**src/core/afp_pkg.sv**
```systemverilog
`default_nettype none
package afp_pkg;
	// register map, byte addresses
	localparam int AFP_ADR_W = 8;
	localparam logic [7:0] AFP_CTRL_OFS = 8'hec;
	localparam logic [7:0] AFP_HDR_OFS = 8'he8;

	// bit positions in the path control register
	localparam int AFP_B_IRX_ON = 0;
	localparam int AFP_B_ITX_ON = 1;
	localparam int AFP_B_ARX_ON = 2;
	localparam int AFP_B_ATX_ON = 3;
	localparam int AFP_B_ISNP = 15;
	localparam int AFP_B_IHADD = 16;
	localparam int AFP_B_IHRM = 19;
	localparam int AFP_B_IRDST = 20;
	localparam int AFP_B_ITSRC = 21;
	localparam int AFP_B_IRCLR = 22;
	localparam int AFP_B_ITCLR = 23;
	localparam int AFP_B_AHADD = 24;

	// values after reset and masks
	localparam logic [31:0] AFP_CTRL_RST = 32'h00000000;
	localparam logic [31:0] AFP_HDR_RST = 32'h00000000;
	localparam logic [31:0] AFP_CTRL_WMASK = 32'h0139800f;

	// one quadlet on a stream
	typedef struct packed {
		logic vld;
		logic sop;
		logic [31:0] data;
	} afp_q_s;

	// decoded modes that steer the fifo paths
	typedef struct packed {
		logic iso_rx_fifo_on;
		logic iso_tx_fifo_on;
		logic async_rx_fifo_on;
		logic async_tx_fifo_on;
		logic iso_capture_all;
		logic iso_auto_header_add;
		logic iso_header_remove;
		logic iso_rx_dest_select;
		logic iso_tx_source_select;
		logic async_auto_header_add;
	} afp_mode_s;
endpackage
`default_nettype wire

```
**src/core/afp_wb_slave.sv**
```systemverilog
`default_nettype none
module afp_wb_slave (
	input wire logic clk, // core clock
	input wire logic rst_n, // async reset, active low
	input wire logic cyc, // wishbone cycle
	input wire logic stb, // wishbone strobe
	output logic ack, // wishbone acknowledge
	output logic start, // request seen, ack not yet given
	output logic take // ack edge, write commits here
);
	// one wait state, ack drops in the cycle after it was given
	always_ff @(posedge clk or negedge rst_n) begin
		if (!rst_n) begin
			ack <= 1'b0;
		end else begin
			ack <= cyc & stb & ~ack;
		end
	end

	assign start = cyc & stb & ~ack;
	assign take = cyc & stb & ack;
endmodule
`default_nettype wire

```
**src/core/afp_hdr_strip.sv**
```systemverilog
`default_nettype none
module afp_hdr_strip (
	input wire logic clk, // core clock
	input wire logic rst_n, // async reset, active low
	input wire logic clr, // flush or soft reset
	input wire logic strip_on, // remove header quadlet
	input wire afp_pkg::afp_q_s in_q, // accepted receive stream
	output afp_pkg::afp_q_s out_q, // stream toward receive fifo
	output logic [31:0] hdr // last removed header
);
	logic take_hdr;
	logic pend_sop;

	assign take_hdr = in_q.vld & in_q.sop & strip_on;

	always_ff @(posedge clk or negedge rst_n) begin
		if (!rst_n) begin
			out_q <= '0;
		end else if (clr) begin
			out_q <= '0;
		end else begin
			out_q.vld <= in_q.vld & ~take_hdr;
			out_q.sop <= in_q.vld & ~take_hdr & (in_q.sop | pend_sop);
			out_q.data <= in_q.data;
		end
	end

	// first payload quadlet inherits the start mark
	always_ff @(posedge clk or negedge rst_n) begin
		if (!rst_n) begin
			pend_sop <= 1'b0;
		end else if (clr) begin
			pend_sop <= 1'b0;
		end else if (take_hdr) begin
			pend_sop <= 1'b1;
		end else if (in_q.vld) begin
			pend_sop <= 1'b0;
		end
	end

	always_ff @(posedge clk or negedge rst_n) begin
		if (!rst_n) begin
			hdr <= afp_pkg::AFP_HDR_RST;
		end else if (clr) begin
			hdr <= afp_pkg::AFP_HDR_RST;
		end else if (take_hdr) begin
			hdr <= in_q.data;
		end
	end
endmodule
`default_nettype wire

```
**src/core/afp_ctrl.sv**
```systemverilog
// Functional notes
// - all control bits clear on power-up and soft reset
// - isochronous receive fifo accepts data only while its enable is set
// - isochronous transmit fifo may send only while its enable is set
// - asynchronous receive fifo accepts data only while its enable is set
// - asynchronous transmit fifo may send only while its enable is set
// - serial-bus reset clears asynchronous transmit enable, overriding software
// - capture-all mode stores every isochronous packet, any channel
// - header-add mode: payload only loaded, device builds isochronous headers
// - header-remove mode delivers payload only, header kept in holding register
// - destination zero: micro port reads receive fifo, bulk port gets nothing
// - destination one: bulk port gets packets, micro reads ignored
// - source zero: micro writes fill transmit fifo, bulk writes dropped
// - source one: bulk port writes fill transmit fifo, micro writes dropped
// - writing one to bit 22 flushes receive fifo, bit self clears
// - writing one to bit 23 flushes transmit fifo, bit self clears
// - async header-add mode: payload only, device builds headers
`default_nettype none
module afp_ctrl (
	input wire logic clk, // core clock, 250 MHz
	input wire logic rst_n, // async reset, active low
	input wire logic soft_reset, // software reset pulse
	input wire logic bus_reset, // serial-bus reset pulse
	input wire logic wb_cyc_i, // wishbone cycle
	input wire logic wb_stb_i, // wishbone strobe
	input wire logic wb_we_i, // wishbone write
	input wire logic [7:0] wb_adr_i, // wishbone byte address
	input wire logic [3:0] wb_sel_i, // wishbone byte enables
	input wire logic [31:0] wb_dat_i, // wishbone write data
	output logic [31:0] wb_dat_o, // wishbone read data
	output logic wb_ack_o, // wishbone acknowledge
	output afp_pkg::afp_mode_s mode, // decoded path modes
	input wire afp_pkg::afp_q_s link_iso_rx, // received isochronous quadlets
	input wire logic link_iso_chan_hit, // packet channel is ours
	output afp_pkg::afp_q_s iso_rx_fifo_wr, // write into iso receive fifo
	output logic [31:0] iso_rx_header, // holding register of removed header
	input wire afp_pkg::afp_q_s rx_fifo_head, // head of iso receive fifo
	output logic rx_fifo_pop, // pop iso receive fifo
	input wire logic micro_host_port_rd, // micro read request pulse
	output logic [31:0] micro_host_port_rd_data, // quadlet read by micro
	input wire logic bulk_app_port_rx_ready, // bulk port can take data
	output afp_pkg::afp_q_s bulk_app_port_rx, // quadlets to bulk port
	input wire afp_pkg::afp_q_s micro_host_port_wr, // micro transmit writes
	input wire afp_pkg::afp_q_s bulk_app_port_wr, // bulk port transmit writes
	output afp_pkg::afp_q_s iso_tx_fifo_wr, // write into iso transmit fifo
	output logic iso_rx_fifo_clear, // flush iso receive fifo pulse
	output logic iso_tx_fifo_clear // flush iso transmit fifo pulse
);
	logic [31:0] ctrl;
	logic [31:0] next_ctrl;
	logic [31:0] lanes;
	logic [31:0] wdat;
	logic [31:0] rd_mux;
	logic bus_start;
	logic bus_take;
	logic wr_ctrl;
	logic rx_accept;
	logic rx_clr;
	afp_pkg::afp_q_s rx_gated;
	afp_pkg::afp_q_s tx_pick;

	// word decode on byte address
	function automatic logic afp_hit(input logic [7:0] adr, input logic [7:0] ofs);
		afp_hit = (adr[7:2] == ofs[7:2]);
	endfunction

	// expand byte enables to a bit mask
	function automatic logic [31:0] afp_lanes(input logic [3:0] sel);
		afp_lanes = {{8{sel[3]}}, {8{sel[2]}}, {8{sel[1]}}, {8{sel[0]}}};
	endfunction

	afp_wb_slave u_bus (
		.clk(clk),
		.rst_n(rst_n),
		.cyc(wb_cyc_i),
		.stb(wb_stb_i),
		.ack(wb_ack_o),
		.start(bus_start),
		.take(bus_take)
	);

	assign lanes = afp_lanes(wb_sel_i);
	assign wdat = wb_dat_i & lanes;
	assign wr_ctrl = bus_take & wb_we_i & afp_hit(wb_adr_i, afp_pkg::AFP_CTRL_OFS);

	always_comb begin
		next_ctrl = ctrl;
		if (wr_ctrl) begin
			next_ctrl = ((ctrl & ~lanes) | wdat) & afp_pkg::AFP_CTRL_WMASK;
		end
		if (bus_reset) begin
			next_ctrl[afp_pkg::AFP_B_ATX_ON] = 1'b0;
		end
	end

	always_ff @(posedge clk or negedge rst_n) begin
		if (!rst_n) begin
			ctrl <= afp_pkg::AFP_CTRL_RST;
		end else if (soft_reset) begin
			ctrl <= afp_pkg::AFP_CTRL_RST;
		end else begin
			ctrl <= next_ctrl;
		end
	end

	always_comb begin
		mode.iso_rx_fifo_on = ctrl[afp_pkg::AFP_B_IRX_ON];
		mode.iso_tx_fifo_on = ctrl[afp_pkg::AFP_B_ITX_ON];
		mode.async_rx_fifo_on = ctrl[afp_pkg::AFP_B_ARX_ON];
		mode.async_tx_fifo_on = ctrl[afp_pkg::AFP_B_ATX_ON];
		mode.iso_capture_all = ctrl[afp_pkg::AFP_B_ISNP];
		mode.iso_auto_header_add = ctrl[afp_pkg::AFP_B_IHADD];
		mode.iso_header_remove = ctrl[afp_pkg::AFP_B_IHRM];
		mode.iso_rx_dest_select = ctrl[afp_pkg::AFP_B_IRDST];
		mode.iso_tx_source_select = ctrl[afp_pkg::AFP_B_ITSRC];
		mode.async_auto_header_add = ctrl[afp_pkg::AFP_B_AHADD];
	end

	always_ff @(posedge clk or negedge rst_n) begin
		if (!rst_n) begin
			iso_rx_fifo_clear <= 1'b0;
		end else begin
			iso_rx_fifo_clear <= wr_ctrl & wdat[afp_pkg::AFP_B_IRCLR];
		end
	end

	always_ff @(posedge clk or negedge rst_n) begin
		if (!rst_n) begin
			iso_tx_fifo_clear <= 1'b0;
		end else begin
			iso_tx_fifo_clear <= wr_ctrl & wdat[afp_pkg::AFP_B_ITCLR];
		end
	end

	// flush bits are write only and read zero
	always_comb begin
		rd_mux = 32'h00000000;
		if (afp_hit(wb_adr_i, afp_pkg::AFP_CTRL_OFS)) begin
			rd_mux = ctrl & afp_pkg::AFP_CTRL_WMASK;
		end else if (afp_hit(wb_adr_i, afp_pkg::AFP_HDR_OFS)) begin
			rd_mux = iso_rx_header;
		end
	end

	always_ff @(posedge clk or negedge rst_n) begin
		if (!rst_n) begin
			wb_dat_o <= 32'h00000000;
		end else if (bus_start) begin
			wb_dat_o <= rd_mux;
		end
	end

	assign rx_accept = link_iso_rx.vld & mode.iso_rx_fifo_on &
		(link_iso_chan_hit | mode.iso_capture_all);

	always_comb begin
		rx_gated = link_iso_rx;
		rx_gated.vld = rx_accept;
	end

	assign rx_clr = soft_reset | iso_rx_fifo_clear;

	afp_hdr_strip u_strip (
		.clk(clk),
		.rst_n(rst_n),
		.clr(rx_clr),
		.strip_on(mode.iso_header_remove),
		.in_q(rx_gated),
		.out_q(iso_rx_fifo_wr),
		.hdr(iso_rx_header)
	);

	assign rx_fifo_pop = rx_fifo_head.vld & (mode.iso_rx_dest_select ?
		bulk_app_port_rx_ready : micro_host_port_rd);

	always_ff @(posedge clk or negedge rst_n) begin
		if (!rst_n) begin
			micro_host_port_rd_data <= 32'h00000000;
		end else if (soft_reset) begin
			micro_host_port_rd_data <= 32'h00000000;
		end else if (rx_fifo_pop & ~mode.iso_rx_dest_select) begin
			micro_host_port_rd_data <= rx_fifo_head.data;
		end
	end

	always_ff @(posedge clk or negedge rst_n) begin
		if (!rst_n) begin
			bulk_app_port_rx <= '0;
		end else if (soft_reset) begin
			bulk_app_port_rx <= '0;
		end else begin
			bulk_app_port_rx.vld <= rx_fifo_pop & mode.iso_rx_dest_select;
			bulk_app_port_rx.sop <= rx_fifo_head.sop;
			bulk_app_port_rx.data <= rx_fifo_head.data;
		end
	end

	assign tx_pick = mode.iso_tx_source_select ? bulk_app_port_wr : micro_host_port_wr;

	always_ff @(posedge clk or negedge rst_n) begin
		if (!rst_n) begin
			iso_tx_fifo_wr <= '0;
		end else if (soft_reset | iso_tx_fifo_clear) begin
			iso_tx_fifo_wr <= '0;
		end else begin
			iso_tx_fifo_wr <= tx_pick;
		end
	end
endmodule
`default_nettype wire

```
**config.mk**
```make
export PLATFORM = sky130hd
export DESIGN_NAME = afp_ctrl
export DESIGN_NICKNAME = d
export VERILOG_FILES = /design/src/core/afp_pkg.sv /design/src/core/afp_wb_slave.sv /design/src/core/afp_hdr_strip.sv /design/src/core/afp_ctrl.sv
export SDC_FILE = /design/constraint.sdc
export NUM_CORES = 1
export LEC_CHECK = 0
export ABC_CLOCK_PERIOD_IN_PS = 1900
export BUFFER_PORTS_ARGS = -buffer_cell sky130_fd_sc_hd__clkbuf_2
export CAP_MARGIN = 10
export CORE_ASPECT_RATIO = 0.5
export CORE_MARGIN = 2
export CORE_UTILIZATION = 35
export CTS_BUF_LIST = sky130_fd_sc_hd__clkbuf_4
export DETAILED_ROUTE_END_ITERATION = 6
export GPL_TIMING_DRIVEN = 1
export PLACE_DENSITY = 0.75
export SETUP_SLACK_MARGIN = 0.5
export SYNTH_ARGS = -nofsm -noshare
export SYNTH_HDL_FRONTEND = slang
export SYNTH_HIERARCHICAL = 1
export SYNTH_SLANG_ARGS = --single-unit
```
**constraint.sdc**
```tcl
create_clock -name clk -period 1.9 [get_ports clk]
set_clock_uncertainty 0.1 [all_clocks]
set_input_delay 0.38 -clock clk [delete_from_list [all_inputs] [get_ports clk]]
set_output_delay 0.38 -clock clk [all_outputs]
set_load 0.05 [all_outputs]
```
After elaboration in Yosys (flattened, before gate mapping) --
Index checks and enable logic that the tools add are counted.
Cells by class: bitwise logic cells 27, equal/unequal tests 2, shifts and indexed selects 0, $mul 0, div/mod/pow operators 0, multiplexer cells 17, add/sub/neg operators 0, reduce and logical (&&, ||, !) cells 5, order comparisons 0
Operator list (number):
- $mux W32 | 6
- $mux W34 | 4
- $and A25 B25 Y25 | 2
- $mux W25 | 2
- $not A25 Y25 | 1
- $or A25 B25 Y25 | 1
- $and A1 B1 Y1 | 16
- $eq A6 B6 Y1 const B | 2
- $reduce_bool A2 Y1 | 3
- $reduce_bool A3 Y1 | 2
- $mux W1 | 5
- $or A1 B1 Y1 | 4
- $not A1 Y1 | 3
Word-level totals: output and inout port bits 212, bits in registers 227, logic and storage cells 69, memories kept 0, bits in latches 0, bits in read-only memories 0, bits of input ports 190, RAM bits 0

Logic depth before layout (Yosys ltp) --
Gate-level depths: netlist of the first run.
word-level depth 8, gate-level depth with buffers 6, depth with buffers taken out 4

Hierarchy --
The synthesis of the first run kept the hierarchy.
Modules (own cells, without submodules):
- afp_ctrl | area each 5713.0 um^2, instances 1, cells each 466, sequential area each 3603.5 um^2
- afp_hdr_strip | area each 2585.0 um^2, instances 1, cells each 181, sequential area each 1676.6 um^2
- afp_wb_slave | area each 41.3 um^2, instances 1, cells each 3, sequential area each 25.0 um^2

Least setup slack after synthesis of the first run --
No wires, ideal clock.
path type register -> output, start register ctrl[20], end output rx_fifo_pop, data arrival time 1.610 ns, slack -0.190 ns, stages on the path, launching flop included 4, buffers on the path 0, data required time 1.420 ns, cell sequence dfrtp_1 -> nor2b_2 -> a21oi_1 -> nor2b_1
On the way: cells in the longest elaborated chain, start to end 2
Ends and longest elaborated chain:
- from (decl) | line afp_ctrl.sv:49 | logic [31:0] ctrl;
- from (signal assigned) | line afp_ctrl.sv:98 | ctrl <= afp_pkg::AFP_CTRL_RST;
- from (signal assigned) | line afp_ctrl.sv:100 | ctrl <= afp_pkg::AFP_CTRL_RST;
- from (signal assigned) | line afp_ctrl.sv:102 | ctrl <= next_ctrl;
- $mux W1 | line afp_ctrl.sv:173 | assign rx_fifo_pop = rx_fifo_head.vld & (mode.iso_rx_dest_select ?
- $and A1 B1 Y1 | line afp_ctrl.sv:173
- to (decl) | line afp_ctrl.sv:38 | output logic rx_fifo_pop,
Every way passes these cells.

Worst setup path in the final report of the first run --
Same ends and word-level chain as after synthesis.

==> run_results.csv, run 1 <==
group,metric,value,unit
routing,detail_route.wirelength,44000,µm
routing,detail_route.wl_per_cell,26.0,µm
floorplan,top_level_ports,402,
global_routing,grt_pass1_vias,9143,
cts,cts.sinks,212,
timing,setup_viol_count_final,9,
synthesis,synth_enable_flop_cells,0,
synthesis,synth_area,8340,µm²
critical_path,startpoint_type,"flop",
routing,route.vias.total,8979,
cells_and_area,synth_to_final_area_change,109,%
power,power_per_cell_area,645,nW/µm²
power,intPower,7730,µW
routing,detail-route-antenna-nets,0,
timing,upper_clock_frequency_limit,451,MHz
synthesis,synth.lib_cells_used.distinct,36,
synthesis,synth_sequential_area_ratio,63.6,%
power,p_sw_share,31.3,%
timing,rsz0062_at_grt,"yes",
timing,share_of_the_cycle_needed_by_the_critical_path_after_routing,117,%
placed_design,hpwlAfterDp,18600,µm
critical_path,worst-r2r-cell-count,8,
status,failed_checks,"setup timing",
power,share_comb_of_total_power,22.1,%
timing,hold_violations,0,
cells_and_area,post-route-util,75.6,%
synthesis,yosys_register_bits,212,
cts,ctsRootBufferMaster,"sky130_fd_sc_hd__clkbuf_4",
critical_path,rr_startpoint,"ctrl[20]",
global_routing,grt_overflow,0,
synthesis,synth_async_sr_flop_share,100,%
floorplan,placement_rows,39,
placed_design,gp_routability_congestion,0.964,
critical_path,worst-endpoint-required,1.42,ns
routing,drt-pass1-iter-count,6,
power,ir_worst_vdd,0.569,mV
synthesis,synth-main-ff-cell,"sky130_fd_sc_hd__dfrtp_1",
floorplan,die_area,25200,µm²
synthesis,yosys.area.top_type_share,63.6,%
routing,drt_drc_violations_left,0,
global_routing,track_usage,28.0,%
floorplan,floorplan.die.width,222,µm
synthesis,synth.top_cells.by_count,"sky130_fd_sc_hd__dfrtp_1 (212), sky130_fd_sc_hd__nor2b_1 (93), sky130_fd_sc_hd__mux2_2 (69)",
critical_path,timing.setup.critical_path_class,"flop to primary output",
placed_design,place_inst,1317,
cts,cts_tree,"done",
cells_and_area,layout-drive-gt1-share,56.8,%
power,power_frac_seq,42.9,%
hold_path,hold_path.class,"input port to flop",
synthesis,synth_nets,840,
cells_and_area,layout.nets,1536,
critical_path,crit_fanout,4,
status,run_status,"complete, but fails checks",
hold_path,min_delay_path_depth,5,
cts,cts.reportedPaths.clkPinSlew,0.10,ns
global_routing,grt_util_met2,50.2,%
routing,route.detailed.vias_per_inst,5.30,
critical_path,cp.arrival,1.74,ns
floorplan,core,23100,µm²
cts,htree_levels,2,
global_routing,busiest_layer,"met2",
global_routing,pin_count_of_the_biggest_net_entering_global_routing,80,
cts,cts_buffer_depth,3,
power,p_leak,0.00854,µW
synthesis,syn_avg_cell_area,12.8,µm²
floorplan,initial_utilization,36.1,%
power,power_switching,3520,µW
flow_run,max_cap_violations,0,
global_routing,grt_antenna_before_repair,5,
timing,worst_slack,-0.319,ns
critical_path,timing.critical_path.from,"ctrl[20]",
global_routing,grt_first_pass_wirelength,53600,µm
synthesis,synth.area.top_cells,"sky130_fd_sc_hd__dfrtp_1 (64%), sky130_fd_sc_hd__mux2_2 (9.3%), sky130_fd_sc_hd__nor2b_1 (7.0%)",
critical_path,critPathCaptureType,"primary output",
timing,report.final.slew_viol_count,0,
routing,initialDrtViolationCount,758,
cts,cts-buffers-inserted,48,
synthesis,netlist.top_cell.by_area,"sky130_fd_sc_hd__dfrtp_1",
timing,min_period,2.22,ns
floorplan,chipHeight,113,µm
timing,timing.slew.headroom,42.4,%
timing,timing_worst_slew_pin_value,0.862,ns
global_routing,gr-usage-met3,6.96,%
cts,clkLatencyLatePin,0.73,ns
placed_design,io_buffer_count,379,
synthesis,synthesis.yosys.warnings,6,
global_routing,grt_util_met1,30.0,%
power,clock_power_share,35.0,%
hold_path,worst_hold_startpoint,"link_iso_rx[33]",
synthesis,post-synth-top-count-cell,"sky130_fd_sc_hd__dfrtp_1",
cells_and_area,layout.cells.non_filler,1694,
synthesis,synthCells,650,
power groups by stage:
| stage | combinational (µW) | clock, µW | sequential (µW) |
|---|---|---|---|
| after floorplan | 338 | 0 | 5430 |
| after global placement | 1490 | 0 | 4830 |
| after detailed placement | 1510 | 0 | 4840 |
| after CTS | 2130 | 3810 | 4770 |
| after global routing | 2560 | 4230 | 4840 |
| final | 2490 | 3940 | 4830 |
worst max-delay path: stages (launching register included):
cell	delay [ns]
sky130_fd_sc_hd__dfrtp_2	0.47
sky130_fd_sc_hd__nor2b_4	0.14
sky130_fd_sc_hd__a21oi_2	0.05
sky130_fd_sc_hd__nor2b_4	0.17
sky130_fd_sc_hd__clkbuf_16	0.20
state kept, by name, summed over array words and instances (netlist names), 10 cells and up:
| signal | cells |
|---|---|
| u_strip/out_q | 34 |
| micro_host_port_rd_data | 32 |
| wb_dat_o | 32 |
| iso_tx_fifo_wr | 34 |
| ctrl | 10 |
| bulk_app_port_rx | 34 |
| u_strip/hdr | 32 |
cell type report:
type | count | area, µm²
timing repair buffer | 684 | 7400
clock inverter | 13 | 76.3
inverter | 36 | 135
antenna | 5 | 12.5
sequential | 212 | 5320
tap | 307 | 384
multi-input combinational | 364 | 3560
clock buffer | 73 | 548
fill | 1212 | 5640
routing by layer:
metal  routed length, µm  up-vias
li1                    -     3600
met1               15200     4485
met2               22200      637
met3                3290      257
met4                3350        0
met5                   0        -
stage by stage:
stage	total power (µW)	instance area (µm²)	TNS, ns	setup WS [ns]	hold slack, ns
after floorplan	5770	8660	0	0.284	-0.0156
after global placement	6310	10900	0	0.236	0.119
after detailed placement	6340	10900	0	0.186	0.119
after CTS	10700	15800	-0.452	-0.302	-0.0795
after global routing	11600	17400	-1.05	-0.377	0.0736
final	11300	17400	-0.622	-0.319	0.111
layout by cell type (no fill, tap or decap), types with 5 or more instances in the layout:
| master | netlist | routed |
|---|---|---|
| sky130_fd_sc_hd__buf_8 | 0 | 207 |
| sky130_fd_sc_hd__nor2_1 | 34 | 33 |
| sky130_fd_sc_hd__o31ai_4 | 0 | 8 |
| sky130_fd_sc_hd__mux2_2 | 69 | 9 |
| sky130_fd_sc_hd__mux2_4 | 4 | 65 |
| sky130_fd_sc_hd__clkinv_1 | 0 | 11 |
| sky130_fd_sc_hd__mux2i_1 | 34 | 33 |
| sky130_fd_sc_hd__nor2b_4 | 0 | 10 |
| sky130_fd_sc_hd__o22ai_2 | 0 | 21 |
| sky130_fd_sc_hd__dfrtp_2 | 0 | 11 |
| sky130_fd_sc_hd__clkbuf_4 | 0 | 73 |
| sky130_fd_sc_hd__diode_2 | 0 | 5 |
| sky130_fd_sc_hd__dfrtp_1 | 212 | 201 |
| sky130_fd_sc_hd__buf_12 | 0 | 18 |
| sky130_fd_sc_hd__clkbuf_16 | 0 | 16 |
| sky130_fd_sc_hd__o22ai_4 | 0 | 9 |
| sky130_fd_sc_hd__buf_16 | 0 | 8 |
| sky130_fd_sc_hd__a21oi_2 | 0 | 11 |
| sky130_fd_sc_hd__nand4_1 | 11 | 11 |
| sky130_fd_sc_hd__and2b_1 | 6 | 6 |
| sky130_fd_sc_hd__clkbuf_2 | 0 | 166 |
| sky130_fd_sc_hd__nor2b_1 | 93 | 84 |
| sky130_fd_sc_hd__nand2_4 | 0 | 14 |
| sky130_fd_sc_hd__nand2_2 | 0 | 6 |
| sky130_fd_sc_hd__inv_1 | 36 | 36 |
| sky130_fd_sc_hd__dlygate4sd3_1 | 0 | 155 |
| sky130_fd_sc_hd__nand2_1 | 32 | 12 |
| sky130_fd_sc_hd__buf_4 | 2 | 94 |
| sky130_fd_sc_hd__buf_6 | 7 | 19 |
repair_timing:
item / 4_1_cts / 5_1_grt
endpoints found under the hold margin: 358 / 0
pin swaps: 3 / 53
endpoints found under the setup margin: 279 / 320
buffers inserted: 60 / 48
cloned: 7 / 16
gates resized for setup: 452 / 356
hold buffers: 155 / 0
logic make-up after synthesis:
family	Yosys count	synth area share [%]
mux	108	14.3
buf+inv	76	4.46
flops	212	63.6
simple gates	196	13.2
compound gates	58	4.49
worst paths after layout:
kind                                               endpoint  slack [ns]
worst min register to register  micro_host_port_rd_data[24]        0.47
worst max register to register   micro_host_port_rd_data[9]       -0.03
worst min-delay path                      u_strip/out_q[33]        0.11
worst max-delay path                            rx_fifo_pop       -0.32
min in group asynchronous                   u_strip/hdr[23]        0.15
max in group asynchronous        micro_host_port_rd_data[8]        0.76
(Power assumes the default switching activity.)
==> run 2: changes to the inputs <==
--- a/config.mk
+++ b/config.mk
@@ -5,7 +5,7 @@
 export SDC_FILE = /design/constraint.sdc
 export NUM_CORES = 1
 export LEC_CHECK = 0
-export ABC_CLOCK_PERIOD_IN_PS = 1900
+export ABC_CLOCK_PERIOD_IN_PS = 1980
 export BUFFER_PORTS_ARGS = -buffer_cell sky130_fd_sc_hd__clkbuf_2
 export CAP_MARGIN = 10
 export CORE_ASPECT_RATIO = 0.5
@@ -14,7 +14,7 @@
 export CTS_BUF_LIST = sky130_fd_sc_hd__clkbuf_4
 export DETAILED_ROUTE_END_ITERATION = 6
 export GPL_TIMING_DRIVEN = 1
-export PLACE_DENSITY = 0.75
+export PLACE_DENSITY = 0.78
 export SETUP_SLACK_MARGIN = 0.5
 export SYNTH_ARGS = -nofsm -noshare
 export SYNTH_HDL_FRONTEND = slang
==> constraint.sdc (replaced) <==
create_clock -name clk -period 1.98 [get_ports clk]
set_clock_uncertainty 0.1 [all_clocks]
set_input_delay 0.396 -clock clk [delete_from_list [all_inputs] [get_ports clk]]
set_output_delay 0.396 -clock clk [all_outputs]
set_load 0.05 [all_outputs]
==> run_results.csv, run 2 (synthesis gave the netlist of run 1 again) <==
group,metric,value,unit
status,run_status,"complete, but fails checks",
status,failed_checks,"setup timing",
hold_path,hold_path.class,"input port to async pin",
floorplan,placement_rows,39,
cts,cts.sinks,212,
timing,worst_slack,-0.189,ns
cells_and_area,layout.cell_area.non_filler,17500,µm²
cells_and_area,area.sequential,5320,µm²
cts,htree_levels,2,
critical_path,critPathCaptureType,"primary output",
critical_path,worst-endpoint-required,1.48,ns
global_routing,grt_first_pass_wirelength,56600,µm
flow_run,max_cap_violations,0,
global_routing,grt_antenna_before_repair,3,
cts,ctsRootBufferMaster,"sky130_fd_sc_hd__clkbuf_4",
placed_design,gp_routability_congestion,0.957,
floorplan,chipHeight,113,µm
power,ir_worst_vdd,0.598,mV
global_routing,grt_overflow,0,
placed_design,place_inst,1316,
floorplan,die_area,25200,µm²
cells_and_area,layout.nets,1547,
floorplan,core,23100,µm²
power,p_leak,0.00869,µW
timing,setup_viol_count_final,2,
critical_path,startpoint_type,"flop",
routing,detail_route.wirelength,45400,µm
floorplan,initial_utilization,36.1,%
routing,detail_route.wl_per_cell,26.6,µm
routing,detail-route-antenna-nets,0,
floorplan,floorplan.die.width,222,µm
timing,timing_worst_slew_pin_value,0.981,ns
cells_and_area,layout-drive-gt1-share,57.3,%
critical_path,timing.setup.critical_path_class,"flop to primary output",
critical_path,crit_fanout,3,
cts,clkLatencyLatePin,0.72,ns
placed_design,hpwlAfterDp,19100,µm
cts,cts_buffer_depth,3,
cts,cts_tree,"done",
power,power_per_cell_area,615,nW/µm²
routing,drt-pass1-iter-count,7,
cells_and_area,layout_commonest_cell,"sky130_fd_sc_hd__buf_8",
cells_and_area,layout.cells.non_filler,1705,
timing,min_period,2.17,ns
global_routing,grt_pass1_vias,9556,
cells_and_area,synth_to_final_area_change,110,%
global_routing,pin_count_of_the_biggest_net_entering_global_routing,66,
cts,cts.reportedPaths.clkPinSlew,0.11,ns
floorplan,top_level_ports,402,
routing,route.detailed.vias_per_inst,5.36,
timing,report.final.slew_viol_count,0,
cells_and_area,fillerInstances,1226,
placed_design,placement.cell_area,10900,µm²
placed_design,io_buffer_count,379,
routing,drt_drc_violations_left,0,
timing,share_of_the_cycle_needed_by_the_critical_path_after_routing,110,%
cts,cts-buffers-inserted,49,
cells_and_area,multi_input_comb_area,3640,µm²
routing,route.vias.total,9139,
cells_and_area,reg_top3,"bulk_app_port_rx x34, iso_tx_fifo_wr x34, u_strip/out_q x34",
power,finalPower,10800,µW
routing,initialDrtViolationCount,721,
critical_path,cp.arrival,1.67,ns
timing,timing.slew.headroom,34.4,%
global_routing,track_usage,29.8,%
cells_and_area,mostFrequentLayoutCells,"sky130_fd_sc_hd__buf_8 (203), sky130_fd_sc_hd__dfrtp_1 (201), sky130_fd_sc_hd__clkbuf_2 (166), sky130_fd_sc_hd__dlygate4sd3_1 (154), sky130_fd_sc_hd__buf_4 (114)",
timing,rsz0062_at_grt,"yes",
timing,hold_violations,0,
timing,upper_clock_frequency_limit,461,MHz
run 2: layer usage:
layer | global-route usage (%) | part of all wire, % | vias up
li1 | - | - | 3616
met1 | 31.3 | 35 | 4553
met2 | 53.0 | 49 | 671
met3 | 7.37 | 7.6 | 299
met4 | 21.5 | 8.3 | 0
met5 | 0 | 0 | -
run 2: final cells by class:
| class | count | area share (%) |
|---|---|---|
| inverters | 36 | 0.773 |
| well taps | 307 | 2.20 |
| diodes | 4 | 0.0573 |
| multi-input cells | 365 | 20.8 |
| repair buffers | 693 | 42.3 |
| flip-flops and latches | 212 | 30.4 |
| clock inverters | 18 | 0.415 |
| clock buffers | 70 | 3.01 |
run 2: path summary, 6_finish.rpt:
check                                            startpoint                     endpoint  slack [ns]  depth (start not counted)
max in group asynchronous                             rst_n           iso_tx_fifo_wr[33]        0.97                          3
worst min register to register  micro_host_port_rd_data[20]  micro_host_port_rd_data[20]        0.47                          1
min in group clk                                    wb_we_i                     ctrl[19]        0.16                          4
worst max register to register                     ctrl[15]              u_strip/hdr[29]        0.16                          6
worst min-delay path                                  rst_n                     ctrl[24]        0.09                          2
worst max-delay path                               ctrl[20]                  rx_fifo_pop       -0.19                          4
run 2: worst max-delay path, cell delays in order, from the launching register on:
cell	delay, ns
sky130_fd_sc_hd__dfrtp_2	0.43
sky130_fd_sc_hd__buf_4	0.16
sky130_fd_sc_hd__a21oi_4	0.14
sky130_fd_sc_hd__nor2b_4	0.06
sky130_fd_sc_hd__buf_8	0.15
run 2: power by group:
group	total, µW	internal, µW	switching, µW	leakage [µW]
logic	2410	1120	1290	0.00553
registers	4640	4490	149	0.00280
clock network	3710	1630	2080	0.000357
run 2: timing repair:
action,4_1_cts,5_1_grt
setup buffers,67,54
gates resized for setup,472,343
endpoints found under the setup margin,283,335
endpoints found under the hold margin,362,0
gates cloned,9,13
hold buffers,154,0
pin swaps,23,45
run 2: per-stage QoR:
step	hold WS [ns]	setup TNS, ns	utilization [%]	worst slack [ns]
floorplan	0.000409	0	-	0.364
global placement	0.240	0	47.3	0.300
detailed placement	0.255	0	47.3	0.259
CTS	-0.0102	-0.220	68.8	-0.175
global route	0.108	-0.431	75.7	-0.230
finish	0.0853	-0.363	75.7	-0.189
